[src/core/xtc_defines.svh]
`ifndef XTC_DEFINES_SVH
`define XTC_DEFINES_SVH

// ----------------------------------------
// Register offsets
// ----------------------------------------
`define XTC_OFS_TCOEF_A      8'h2D
`define XTC_OFS_CTRL         8'h2E
`define XTC_OFS_TCOEF_HI     8'h2F

// ----------------------------------------
// Reset values
// ----------------------------------------
`define XTC_RST_TCOEF_A      24'h000000
`define XTC_RST_CTRL         24'h8001A0
`define XTC_RST_TCOEF_HI     24'h000000

// ----------------------------------------
// Control register fields
// ----------------------------------------
`define XTC_TAU_HI           23
`define XTC_TAU_LO           20
`define XTC_LSCL_HI          19
`define XTC_LSCL_LO          17
`define XTC_ISCL_HI          16
`define XTC_ISCL_LO          14
`define XTC_RSVD_BIT         13
`define XTC_LCAL_BIT         12
`define XTC_RSEL_HI          11
`define XTC_RSEL_LO          9
`define XTC_LPROG_BIT        8
`define XTC_LFILT_BIT        7
`define XTC_IPROG_BIT        6
`define XTC_IFILT_BIT        5
`define XTC_ICAL_BIT         4
`define XTC_AOFF_BIT         3
`define XTC_FSC_HI           2
`define XTC_FSC_LO           0

// ----------------------------------------
// Coefficient register fields
// ----------------------------------------
`define XTC_TC1L_HI          23
`define XTC_TC1L_LO          12
`define XTC_TC0H_HI          11
`define XTC_TC0H_LO          0
`define XTC_TC1H_HI          23
`define XTC_TC1H_LO          16
`define XTC_XI0L_HI          15
`define XTC_XI0L_LO          0

// ----------------------------------------
// Scaling and filter constants
// ----------------------------------------
`define XTC_SCALE_BIAS       4'h6
`define XTC_FRAC_ZERO        16'h0000

`endif

[src/core/xtc_pkg.sv]
package xtc_pkg;

  typedef enum logic [2:0] {
    XTC_RB_INNER  = 3'h0,
    XTC_RB_LIGHT  = 3'h1,
    XTC_RB_RAW    = 3'h2,
    XTC_RB_FRAMES = 3'h3
  } xtc_rb_sel_t;

  typedef struct packed {
    logic        primed;
    logic [31:0] acc;
  } xtc_filt_state_t;

  typedef struct packed {
    logic [23:0] tcoef_a;
    logic [23:0] ctrl;
    logic [23:0] tcoef_hi;
    logic [15:0] frame_cnt;
    logic [15:0] raw_i;
    logic [15:0] raw_q;
    logic [23:0] rdata;
    logic        rvalid;
    logic [23:0] light_i;
    logic [23:0] light_q;
    logic [23:0] inner_i;
    logic [23:0] inner_q;
    logic [3:0]  scale_exp;
    logic [15:0] rb_i;
    logic [15:0] rb_q;
    logic        light_cal_d;
    logic        inner_cal_d;
    logic [3:0]  tc1h_lo;
  } xtc_top_state_t;

endpackage

[src/core/xtc_regs.sv]
`timescale 1ns/1ps
`default_nettype none
`include "xtc_defines.svh"

module xtc_regs
  import xtc_pkg::*;
(
  input  wire logic        core_clk_in,
  input  wire logic        rst_n_in,
  input  wire logic [7:0]  reg_addr_in,
  input  wire logic [23:0] reg_wdata_in,
  input  wire logic        reg_wr_in,
  input  wire logic        reg_rd_in,
  output logic      [23:0] reg_rdata_out,
  output logic             reg_rvalid_out,
  input  wire logic        frame_tick_in,
  input  wire logic [15:0] raw_i_in,
  input  wire logic [15:0] raw_q_in,
  input  wire logic [15:0] light_xt_prog_q_in,
  input  wire logic [15:0] inner_xt_prog_i_in,
  input  wire logic [15:0] inner_xt_prog_q_in,
  input  wire logic [3:0]  tcoef_ch1_hc_low_nibble_in,
  input  wire logic [3:0]  auto_scale_exp_in,
  output logic      [23:0] light_xt_i_out,
  output logic      [23:0] light_xt_q_out,
  output logic      [23:0] inner_xt_i_out,
  output logic      [23:0] inner_xt_q_out,
  output logic      [3:0]  digital_scale_exp_out,
  output logic      [15:0] inphase_readback_out,
  output logic      [15:0] quadrature_readback_out,
  output logic      [11:0] tcoef_ch1_low_current_out,
  output logic      [11:0] tcoef_ch0_high_current_out,
  output logic      [11:0] tcoef_ch1_high_current_out,
  output logic      [15:0] inphase_xt_ch0_low_current_out,
  output logic             light_xt_cal_start_out,
  output logic             inner_xt_cal_start_out
);
  import xtc_pkg::*;

  // ----------------------------------------
  // State and reset image
  // ----------------------------------------
  localparam xtc_top_state_t RST_STATE = '{
    tcoef_a:  `XTC_RST_TCOEF_A,
    ctrl:     `XTC_RST_CTRL,
    tcoef_hi: `XTC_RST_TCOEF_HI,
    default:  '0
  };

  xtc_top_state_t st;
  xtc_top_state_t st_next;

  // ----------------------------------------
  // Control field views
  // ----------------------------------------
  logic [3:0]  tau_exp;
  logic [2:0]  light_scl;
  logic [2:0]  inner_scl;
  logic        light_cal;
  logic        inner_cal;
  logic [2:0]  rsel;
  logic        light_prog;
  logic        light_filt;
  logic        inner_prog;
  logic        inner_filt;
  logic        auto_off;
  logic [2:0]  fixed_code;
  logic        any_cal;

  assign tau_exp    = st.ctrl[`XTC_TAU_HI:`XTC_TAU_LO];
  assign light_scl  = st.ctrl[`XTC_LSCL_HI:`XTC_LSCL_LO];
  assign inner_scl  = st.ctrl[`XTC_ISCL_HI:`XTC_ISCL_LO];
  assign light_cal  = st.ctrl[`XTC_LCAL_BIT];
  assign inner_cal  = st.ctrl[`XTC_ICAL_BIT];
  assign rsel       = st.ctrl[`XTC_RSEL_HI:`XTC_RSEL_LO];
  assign light_prog = st.ctrl[`XTC_LPROG_BIT];
  assign light_filt = st.ctrl[`XTC_LFILT_BIT];
  assign inner_prog = st.ctrl[`XTC_IPROG_BIT];
  assign inner_filt = st.ctrl[`XTC_IFILT_BIT];
  assign auto_off   = st.ctrl[`XTC_AOFF_BIT];
  assign fixed_code = st.ctrl[`XTC_FSC_HI:`XTC_FSC_LO];
  assign any_cal    = light_cal | inner_cal;

  // ----------------------------------------
  // Calibration starts and frame enables
  // ----------------------------------------
  logic light_start;
  logic inner_start;
  logic light_en;
  logic inner_en;

  assign light_start = light_cal & ~st.light_cal_d;
  assign inner_start = inner_cal & ~st.inner_cal_d;
  assign light_en    = light_cal & frame_tick_in;
  assign inner_en    = inner_cal & frame_tick_in;

  // ----------------------------------------
  // Crosstalk estimators
  // ----------------------------------------
  logic [15:0] light_est_i;
  logic [15:0] light_est_q;
  logic [15:0] inner_est_i;
  logic [15:0] inner_est_q;
  xtc_filter u_light_i (
    .core_clk_in   (core_clk_in),
    .rst_n_in      (rst_n_in),
    .start_in      (light_start),
    .en_in         (light_en),
    .use_filter_in (light_filt),
    .tau_exp_in    (tau_exp),
    .sample_in     (raw_i_in),
    .est_out       (light_est_i)
  );
  xtc_filter u_light_q (
    .core_clk_in   (core_clk_in),
    .rst_n_in      (rst_n_in),
    .start_in      (light_start),
    .en_in         (light_en),
    .use_filter_in (light_filt),
    .tau_exp_in    (tau_exp),
    .sample_in     (raw_q_in),
    .est_out       (light_est_q)
  );
  xtc_filter u_inner_i (
    .core_clk_in   (core_clk_in),
    .rst_n_in      (rst_n_in),
    .start_in      (inner_start),
    .en_in         (inner_en),
    .use_filter_in (inner_filt),
    .tau_exp_in    (tau_exp),
    .sample_in     (raw_i_in),
    .est_out       (inner_est_i)
  );
  xtc_filter u_inner_q (
    .core_clk_in   (core_clk_in),
    .rst_n_in      (rst_n_in),
    .start_in      (inner_start),
    .en_in         (inner_en),
    .use_filter_in (inner_filt),
    .tau_exp_in    (tau_exp),
    .sample_in     (raw_q_in),
    .est_out       (inner_est_q)
  );

  // ----------------------------------------
  // Programmed value scaling
  // ----------------------------------------
  logic [23:0] light_prog_i;
  logic [23:0] light_prog_q;
  logic [23:0] inner_prog_i;
  logic [23:0] inner_prog_q;
  xtc_scale u_scl_light_i (
    .value_in   (st.tcoef_hi[`XTC_XI0L_HI:`XTC_XI0L_LO]),
    .exp_in     (light_scl),
    .scaled_out (light_prog_i)
  );
  xtc_scale u_scl_light_q (
    .value_in   (light_xt_prog_q_in),
    .exp_in     (light_scl),
    .scaled_out (light_prog_q)
  );
  xtc_scale u_scl_inner_i (
    .value_in   (inner_xt_prog_i_in),
    .exp_in     (inner_scl),
    .scaled_out (inner_prog_i)
  );
  xtc_scale u_scl_inner_q (
    .value_in   (inner_xt_prog_q_in),
    .exp_in     (inner_scl),
    .scaled_out (inner_prog_q)
  );

  // ----------------------------------------
  // Next state
  // ----------------------------------------
  always_comb begin
    st_next             = st;
    st_next.rvalid      = 1'b0;
    st_next.light_cal_d = light_cal;
    st_next.inner_cal_d = inner_cal;
    st_next.tc1h_lo     = tcoef_ch1_hc_low_nibble_in;

    if (reg_wr_in) begin
      case (reg_addr_in)
        `XTC_OFS_TCOEF_A: st_next.tcoef_a = reg_wdata_in;
        `XTC_OFS_CTRL: begin
          st_next.ctrl = reg_wdata_in;
          st_next.ctrl[`XTC_RSVD_BIT] = 1'b0;
        end
        `XTC_OFS_TCOEF_HI: st_next.tcoef_hi = reg_wdata_in;
        default: st_next.tcoef_a = st.tcoef_a;
      endcase
    end

    if (reg_rd_in) begin
      st_next.rvalid = 1'b1;
      case (reg_addr_in)
        `XTC_OFS_TCOEF_A:  st_next.rdata = st.tcoef_a;
        `XTC_OFS_CTRL:     st_next.rdata = st.ctrl;
        `XTC_OFS_TCOEF_HI: st_next.rdata = st.tcoef_hi;
        default:           st_next.rdata = 24'h000000;
      endcase
    end

    if (frame_tick_in) begin
      st_next.frame_cnt = st.frame_cnt + 16'h0001;
      st_next.raw_i     = raw_i_in;
      st_next.raw_q     = raw_q_in;
    end

    if (light_prog) begin
      st_next.light_i = light_prog_i;
      st_next.light_q = light_prog_q;
    end else begin
      st_next.light_i = {{8{light_est_i[15]}}, light_est_i};
      st_next.light_q = {{8{light_est_q[15]}}, light_est_q};
    end

    if (inner_prog) begin
      st_next.inner_i = inner_prog_i;
      st_next.inner_q = inner_prog_q;
    end else begin
      st_next.inner_i = {{8{inner_est_i[15]}}, inner_est_i};
      st_next.inner_q = {{8{inner_est_q[15]}}, inner_est_q};
    end

    if (auto_off || any_cal) begin
      st_next.scale_exp = `XTC_SCALE_BIAS - {1'b0, fixed_code};
    end else begin
      st_next.scale_exp = auto_scale_exp_in;
    end

    case (rsel)
      XTC_RB_INNER: begin
        st_next.rb_i = inner_est_i;
        st_next.rb_q = inner_est_q;
      end
      XTC_RB_LIGHT: begin
        st_next.rb_i = light_est_i;
        st_next.rb_q = light_est_q;
      end
      XTC_RB_RAW: begin
        st_next.rb_i = st.raw_i;
        st_next.rb_q = st.raw_q;
      end
      XTC_RB_FRAMES: begin
        st_next.rb_i = st.frame_cnt;
        st_next.rb_q = 16'h0000;
      end
      default: begin
        st_next.rb_i = 16'h0000;
        st_next.rb_q = 16'h0000;
      end
    endcase
  end

  // ----------------------------------------
  // State register
  // ----------------------------------------
  always_ff @(posedge core_clk_in or negedge rst_n_in) begin
    if (!rst_n_in) begin
      st <= RST_STATE;
    end else begin
      st <= st_next;
    end
  end

  // ----------------------------------------
  // Outputs
  // ----------------------------------------
  assign reg_rdata_out                  = st.rdata;
  assign reg_rvalid_out                 = st.rvalid;
  assign light_xt_i_out                 = st.light_i;
  assign light_xt_q_out                 = st.light_q;
  assign inner_xt_i_out                 = st.inner_i;
  assign inner_xt_q_out                 = st.inner_q;
  assign digital_scale_exp_out          = st.scale_exp;
  assign inphase_readback_out           = st.rb_i;
  assign quadrature_readback_out        = st.rb_q;
  assign light_xt_cal_start_out         = light_cal;
  assign inner_xt_cal_start_out         = inner_cal;
  assign tcoef_ch1_low_current_out      = st.tcoef_a[`XTC_TC1L_HI:`XTC_TC1L_LO];
  assign tcoef_ch0_high_current_out     = st.tcoef_a[`XTC_TC0H_HI:`XTC_TC0H_LO];
  assign tcoef_ch1_high_current_out     = {st.tcoef_hi[`XTC_TC1H_HI:`XTC_TC1H_LO], st.tc1h_lo};
  assign inphase_xt_ch0_low_current_out = st.tcoef_hi[`XTC_XI0L_HI:`XTC_XI0L_LO];
endmodule

`default_nettype wire

[src/core/xtc_scale.sv]
`timescale 1ns/1ps
`default_nettype none

module xtc_scale
  import xtc_pkg::*;
(
  input  wire logic [15:0] value_in,
  input  wire logic [2:0]  exp_in,
  output logic      [23:0] scaled_out
);

  // ----------------------------------------
  // Power of two scaling, sign kept
  // ----------------------------------------
  logic signed [23:0] wide;

  always_comb begin
    wide       = $signed({{8{value_in[15]}}, value_in});
    scaled_out = 24'(wide <<< exp_in);
  end

endmodule

`default_nettype wire

[src/core/xtc_filter.sv]
`timescale 1ns/1ps
`default_nettype none
`include "xtc_defines.svh"

module xtc_filter
  import xtc_pkg::*;
(
  input  wire logic        core_clk_in,
  input  wire logic        rst_n_in,
  input  wire logic        start_in,
  input  wire logic        en_in,
  input  wire logic        use_filter_in,
  input  wire logic [3:0]  tau_exp_in,
  input  wire logic [15:0] sample_in,
  output logic      [15:0] est_out
);
  import xtc_pkg::*;

  xtc_filt_state_t    st;
  xtc_filt_state_t    st_next;
  logic signed [32:0] diff;
  logic signed [32:0] step;

  // ----------------------------------------
  // Frame rate estimator
  // ----------------------------------------
  always_comb begin
    st_next = st;
    diff    = $signed({sample_in[15], sample_in, `XTC_FRAC_ZERO}) - $signed({st.acc[31], st.acc});
    step    = diff >>> tau_exp_in;
    if (start_in) begin
      st_next.primed = 1'b0;
    end else if (en_in) begin
      if (!use_filter_in || !st.primed) begin
        st_next.acc = {sample_in, `XTC_FRAC_ZERO};
      end else begin
        st_next.acc = st.acc + step[31:0];
      end
      st_next.primed = 1'b1;
    end
  end

  always_ff @(posedge core_clk_in or negedge rst_n_in) begin
    if (!rst_n_in) begin
      st <= '0;
    end else begin
      st <= st_next;
    end
  end

  assign est_out = st.acc[31:16];
endmodule

`default_nettype wire

[config.mk]
export PLATFORM = sky130hd
export DESIGN_NAME = xtc_regs
export DESIGN_NICKNAME = d
export VERILOG_FILES = /design/src/core/xtc_pkg.sv /design/src/core/xtc_regs.sv /design/src/core/xtc_scale.sv /design/src/core/xtc_filter.sv
export VERILOG_INCLUDE_DIRS = /design/src /design/src/core
export SDC_FILE = /design/constraint.sdc
export NUM_CORES = 2
export LEC_CHECK = 0
export ABC_CLOCK_PERIOD_IN_PS = 13800
export BUFFER_PORTS_ARGS = -buffer_cell sky130_fd_sc_hd__buf_2
export CORE_MARGIN = 4
export CORE_UTILIZATION = 30
export CTS_BUF_LIST = sky130_fd_sc_hd__clkbuf_8
export DETAILED_ROUTE_END_ITERATION = 12
export PLACE_DENSITY_LB_ADDON = 0.2
export SLEW_MARGIN = 40
export SYNTH_ARGS = -nofsm -noshare
export SYNTH_HDL_FRONTEND = slang
export SYNTH_SLANG_ARGS = --single-unit
[constraint.sdc]
create_clock -name core_clk_in -period 13.8 [get_ports core_clk_in]
set_input_delay 2.07 -clock core_clk_in [delete_from_list [all_inputs] [get_ports core_clk_in]]
set_output_delay 2.07 -clock core_clk_in [all_outputs]
set_load 0.005 [all_outputs]
==> results.md <==
* Initial antenna violation count at 7
* Status: completed
* Worst hold path endpoint: st[210]
* Final setup fails at 0
* IO buf count at about 340
* EDFF count, synth at 0
* GRT Residual Overflow at 0
* DIE HEIGHT at between 300 and 400 um
* Warnings, synthesis at 0
* Root Driver: clkbuf_8
* Clock skew at 50.75 ps
* DRT Pass-1 Iters at 5
* Hold path cells at 1
* RR Startpoint: u_light_q.est_out[0]
* H-tree levels at 3
* Final wirelength at between 100 and 150 mm
* Max_cap viols at 0
* Synth top area share at 27.80%
* Syn_area_per_cell at between 8 and 9 um2
* RSZ-0062 raised after global routing: false
* Largest net degree at the start of global routing at 88
* Gp weighted congestion at 0.8990
* Iter 0 DRT Violations at about 2600
* Area post-placement at approximately 38000 um2
* Rows at ~130
* Fin util at between 30% and 40%
* Crit path DAT at roughly 8500 ps
* Core area at around 120000 um2
* Die width at approximately 360 um
* Clock Latency Late Sink at between 700 and 800 ps
* Netlist Area Pre-Place at about 36000 um2
* Synth Instances at 4400
* VDD IR-drop max at 0.06665 mV
* Slew Limit Headroom at a little over two fifths
* Synth Register Bits at 408
* Min-delay src: st[210]
* Wire per inst at 22.59 um
* Post-route DRC at 0
* Hold Fails Final Rpt at 0
* Fin cells at 6073
* FF-to-FF path depth at 24
* Fin area at roughly 40000 um2
* Asr flop ratio synth at 100.0%
* Hold Path Class: register to register
* CTS Buf Count at a little under 80
* Critical Path RT at approximately 14000 ps
* LEAKAGE at 17.84 nW
* Final TNS setup at 0 ps
* Total die area at 126800 um2
* Worst R2R Setup Slack at approximately 6600 ps
* Count of different cell masters after synthesis at 85
* HPWL Detailed at approximately 100 mm
* Ratio of final minimum period to clock period at between 50% and 60%
* Critical path startpoint category: input pin
* Nets at around 4700
* Hold bufs inserted after CTS at 0
* Total clock sinks at 408
* Synth area leaders: dfrtp_1 (28%), mux2i_1 (7.1%), ha_1 (7.1%)
* Fmax at around 0.13 GHz
* Max-slew violations at 0
* Reg2reg end: u_light_q.est_out[15]
* Power Dens Cells at between 100 and 150 nW/um2
* Antenna-violating nets left at 0
* CTS Buffer Depth at 3
* Critical Path End Type: register
* Critical Path Fanout Max at 6
* Sequential fraction of the synthesis area at between 20 and 30%
* Placed cells at around 5900
* Cell accounting for the most synthesized area: dfrtp_1
* Vias in the first global route at about 32000
* Clock-pin slew on the worst setup and hold paths at around 60 ps
* TritonCTS clock tree: yes
* Via count at roughly 33000
* First-pass GRT wire length at a little over 200 mm
* DR vias/cell at ~5.4
* I/O pins at approximately 340
* Share of post-route cells with drive strength above 1 at around 17%
* Min cycle time layout at between 7000 and 8000 ps
* Synth Flop Type: dfrtp_1
* Total GRT Usage at between 20% and 30%
* Filler cells at between 10000 and 15000
* Critical path class: input pin to register
* Slew of the pin with the lowest slew margin at a little under 900 ps
* Area growth from synthesis to layout at 9.404%
* Post-CTS Resized at 0
* Synth Net Count at approximately 4700
* # Post-CTS Setup Buffers at 0
* Initial core utilization at a little under a third
==> per-layer routing <==
| metal | track usage [%] | up-vias | part of all wire [%] |
|---|---|---|---|
| met4 | 5.763 | 2 | 2.6 |
| met5 | 0 | - | 0.0051 |
| li1 | - | 15730 | - |
| met2 | 34.31 | 962 | 46 |
| met1 | 28.60 | 16020 | 46 |
| met3 | 2.898 | 169 | 5.2 |
==> report_power, final <==
group	leakage [nW]	switching, mW	internal (mW)	total [mW]
registers	4.77	0.0757	1.27	1.34
clock network	0.938	0.617	0.705	1.32
logic	12.1	0.909	0.583	1.49
total	17.8	1.60	2.55	4.16
==> cells in the mapped netlist, drive strengths merged, types with 13 or more instances <==
cell type,count
a22oi,41
a22o,23
o41ai,15
o22ai,56
o31ai,25
a211o,15
nand3,81
dfrtp,404
inv,155
and2,39
xnor2,128
o211ai,45
nand2b,29
a21oi,420
o21a,36
ha,206
clkbuf,219
nor4,19
and3,34
a211oi,74
nor2,411
or3,13
xor2,79
nand2,374
nor3,60
o31a,14
mux4,20
mux2i,259
buf,251
a31oi,64
nor2b,46
o21ai,282
or2,13
mux2,163
o21bai,20
nand4,24
a21o,90
==> worst max path at each step <==
stage	from	end	slack [ps]	cells after the start
3_5_place_dp	raw_q_in[0]	u_light_q.est_out[15]	5230	24
5_1_grt	raw_q_in[0]	u_light_q.est_out[15]	5360	25
6_report	raw_q_in[0]	u_light_q.est_out[15]	5850	24
4_1_cts	raw_q_in[0]	u_light_q.est_out[15]	6000	24
2_1_floorplan	raw_q_in[0]	u_light_q.est_out[15]	6240	24
3_3_place_gp	raw_i_in[0]	u_light_i.est_out[15]	5340	25
==> worst max-delay path, stage by stage <==
cell and delay, ps:
buf_2 150, ha_1 330, or4b_1 430, or4_4 510
o21ai_1 280, a221o_1 320, a21oi_1 120, o211ai_1 500
o211a_1 250, mux2i_1 140, mux2i_1 310, mux2i_1 130
ha_1 370, and4_1 200, and4_1 200, nand3_1 90
nand3_1 160, o31ai_1 470, a21oi_1 240, a221o_1 400
a211o_1 320, a31oi_1 210, mux2i_1 210, o211ai_1 100
==> logic make-up (layout without fill, tap and decap cells) <==
logic type | count (synthesis) | count (layout) | synth area share, %
DFF | 408 | 408 | 28.09
and+or+nand+nor | 1185 | 1185 | 14.75
muxes | 442 | 442 | 13.42
adders and majority gates | 210 | 210 | 7.309
buffers and inverters | 628 | 685 | 8.664
xor gates and xnor gates | 207 | 207 | 4.986
AOI/OAI and AO/OA | 1320 | 1320 | 22.79
other | 0 | 4 | 0
==> layout make-up <==
type / instances / area, um2 / share of cell area, %
Antenna cell: 4 / 10.01 / 0.02516
Inverter: 158 / 601.8 / 1.513
Multi-Input combinational cell: 3364 / 23070 / 57.98
Clock inverter: 42 / 344.1 / 0.8649
Tap cell: 1612 / 2017 / 5.070
Sequential cell: 408 / 10240 / 25.75
Clock buffer: 97 / 1335 / 3.356
Timing Repair Buffer: 388 / 2166 / 5.444
==> registers in the layout, indices dropped and copies added (netlist names), 4 cells and up <==
name,flops
inner_xt_q_out,23
tcoef_ch1_low_current_out,12
st,54
u_light_i.st,17
u_light_i.est_out,16
u_inner_i.st,16
u_light_q.est_out,16
light_xt_i_out,23
u_light_q.st,16
u_inner_i.est_out,16
tcoef_ch1_high_current_out,12
reg_rdata_out,24
u_inner_q.est_out,16
u_inner_q.st,17
quadrature_readback_out,16
digital_scale_exp_out,4
inphase_readback_out,16
light_xt_q_out,23
inphase_xt_ch0_low_current_out,16
tcoef_ch0_high_current_out,12
inner_xt_i_out,23
==> cell usage in the layout, fill, tap and decap left out, drive strengths merged, types with 19 or more instances in the layout <==
cell type	netlist	routed
xor2	79	79
nor3	60	60
dfrtp	404	404
a31oi	64	64
nand3	81	81
a21oi	420	420
mux4	20	20
o21ai	282	282
nand2b	29	29
o22ai	56	56
nor2	411	411
o21bai	20	20
a211oi	74	74
o211ai	45	45
o21a	36	36
and2	39	39
a22o	23	23
ha	206	206
buf	251	388
nand2	374	374
nor2b	46	46
xnor2	128	128
and3	34	34
nor4	19	19
mux2	163	163
nand4	24	24
a21o	90	90
a22oi	41	41
o31ai	25	25
mux2i	259	259
clkbuf	219	97
clkinv	3	23
inv	155	174
==> metrics by stage <==
step                worst slack (ps)  total power [mW]  hold slack (ps)
floorplan                       6244             2.421            439.9
global placement                5337             2.841            467.0
detailed placement              5229             2.835            473.6
CTS                             6004             4.191            484.7
global route                    5363             4.412            502.0
finish                          5855             4.156            496.1
No activity file was read; power rests on OpenSTA's default activity.
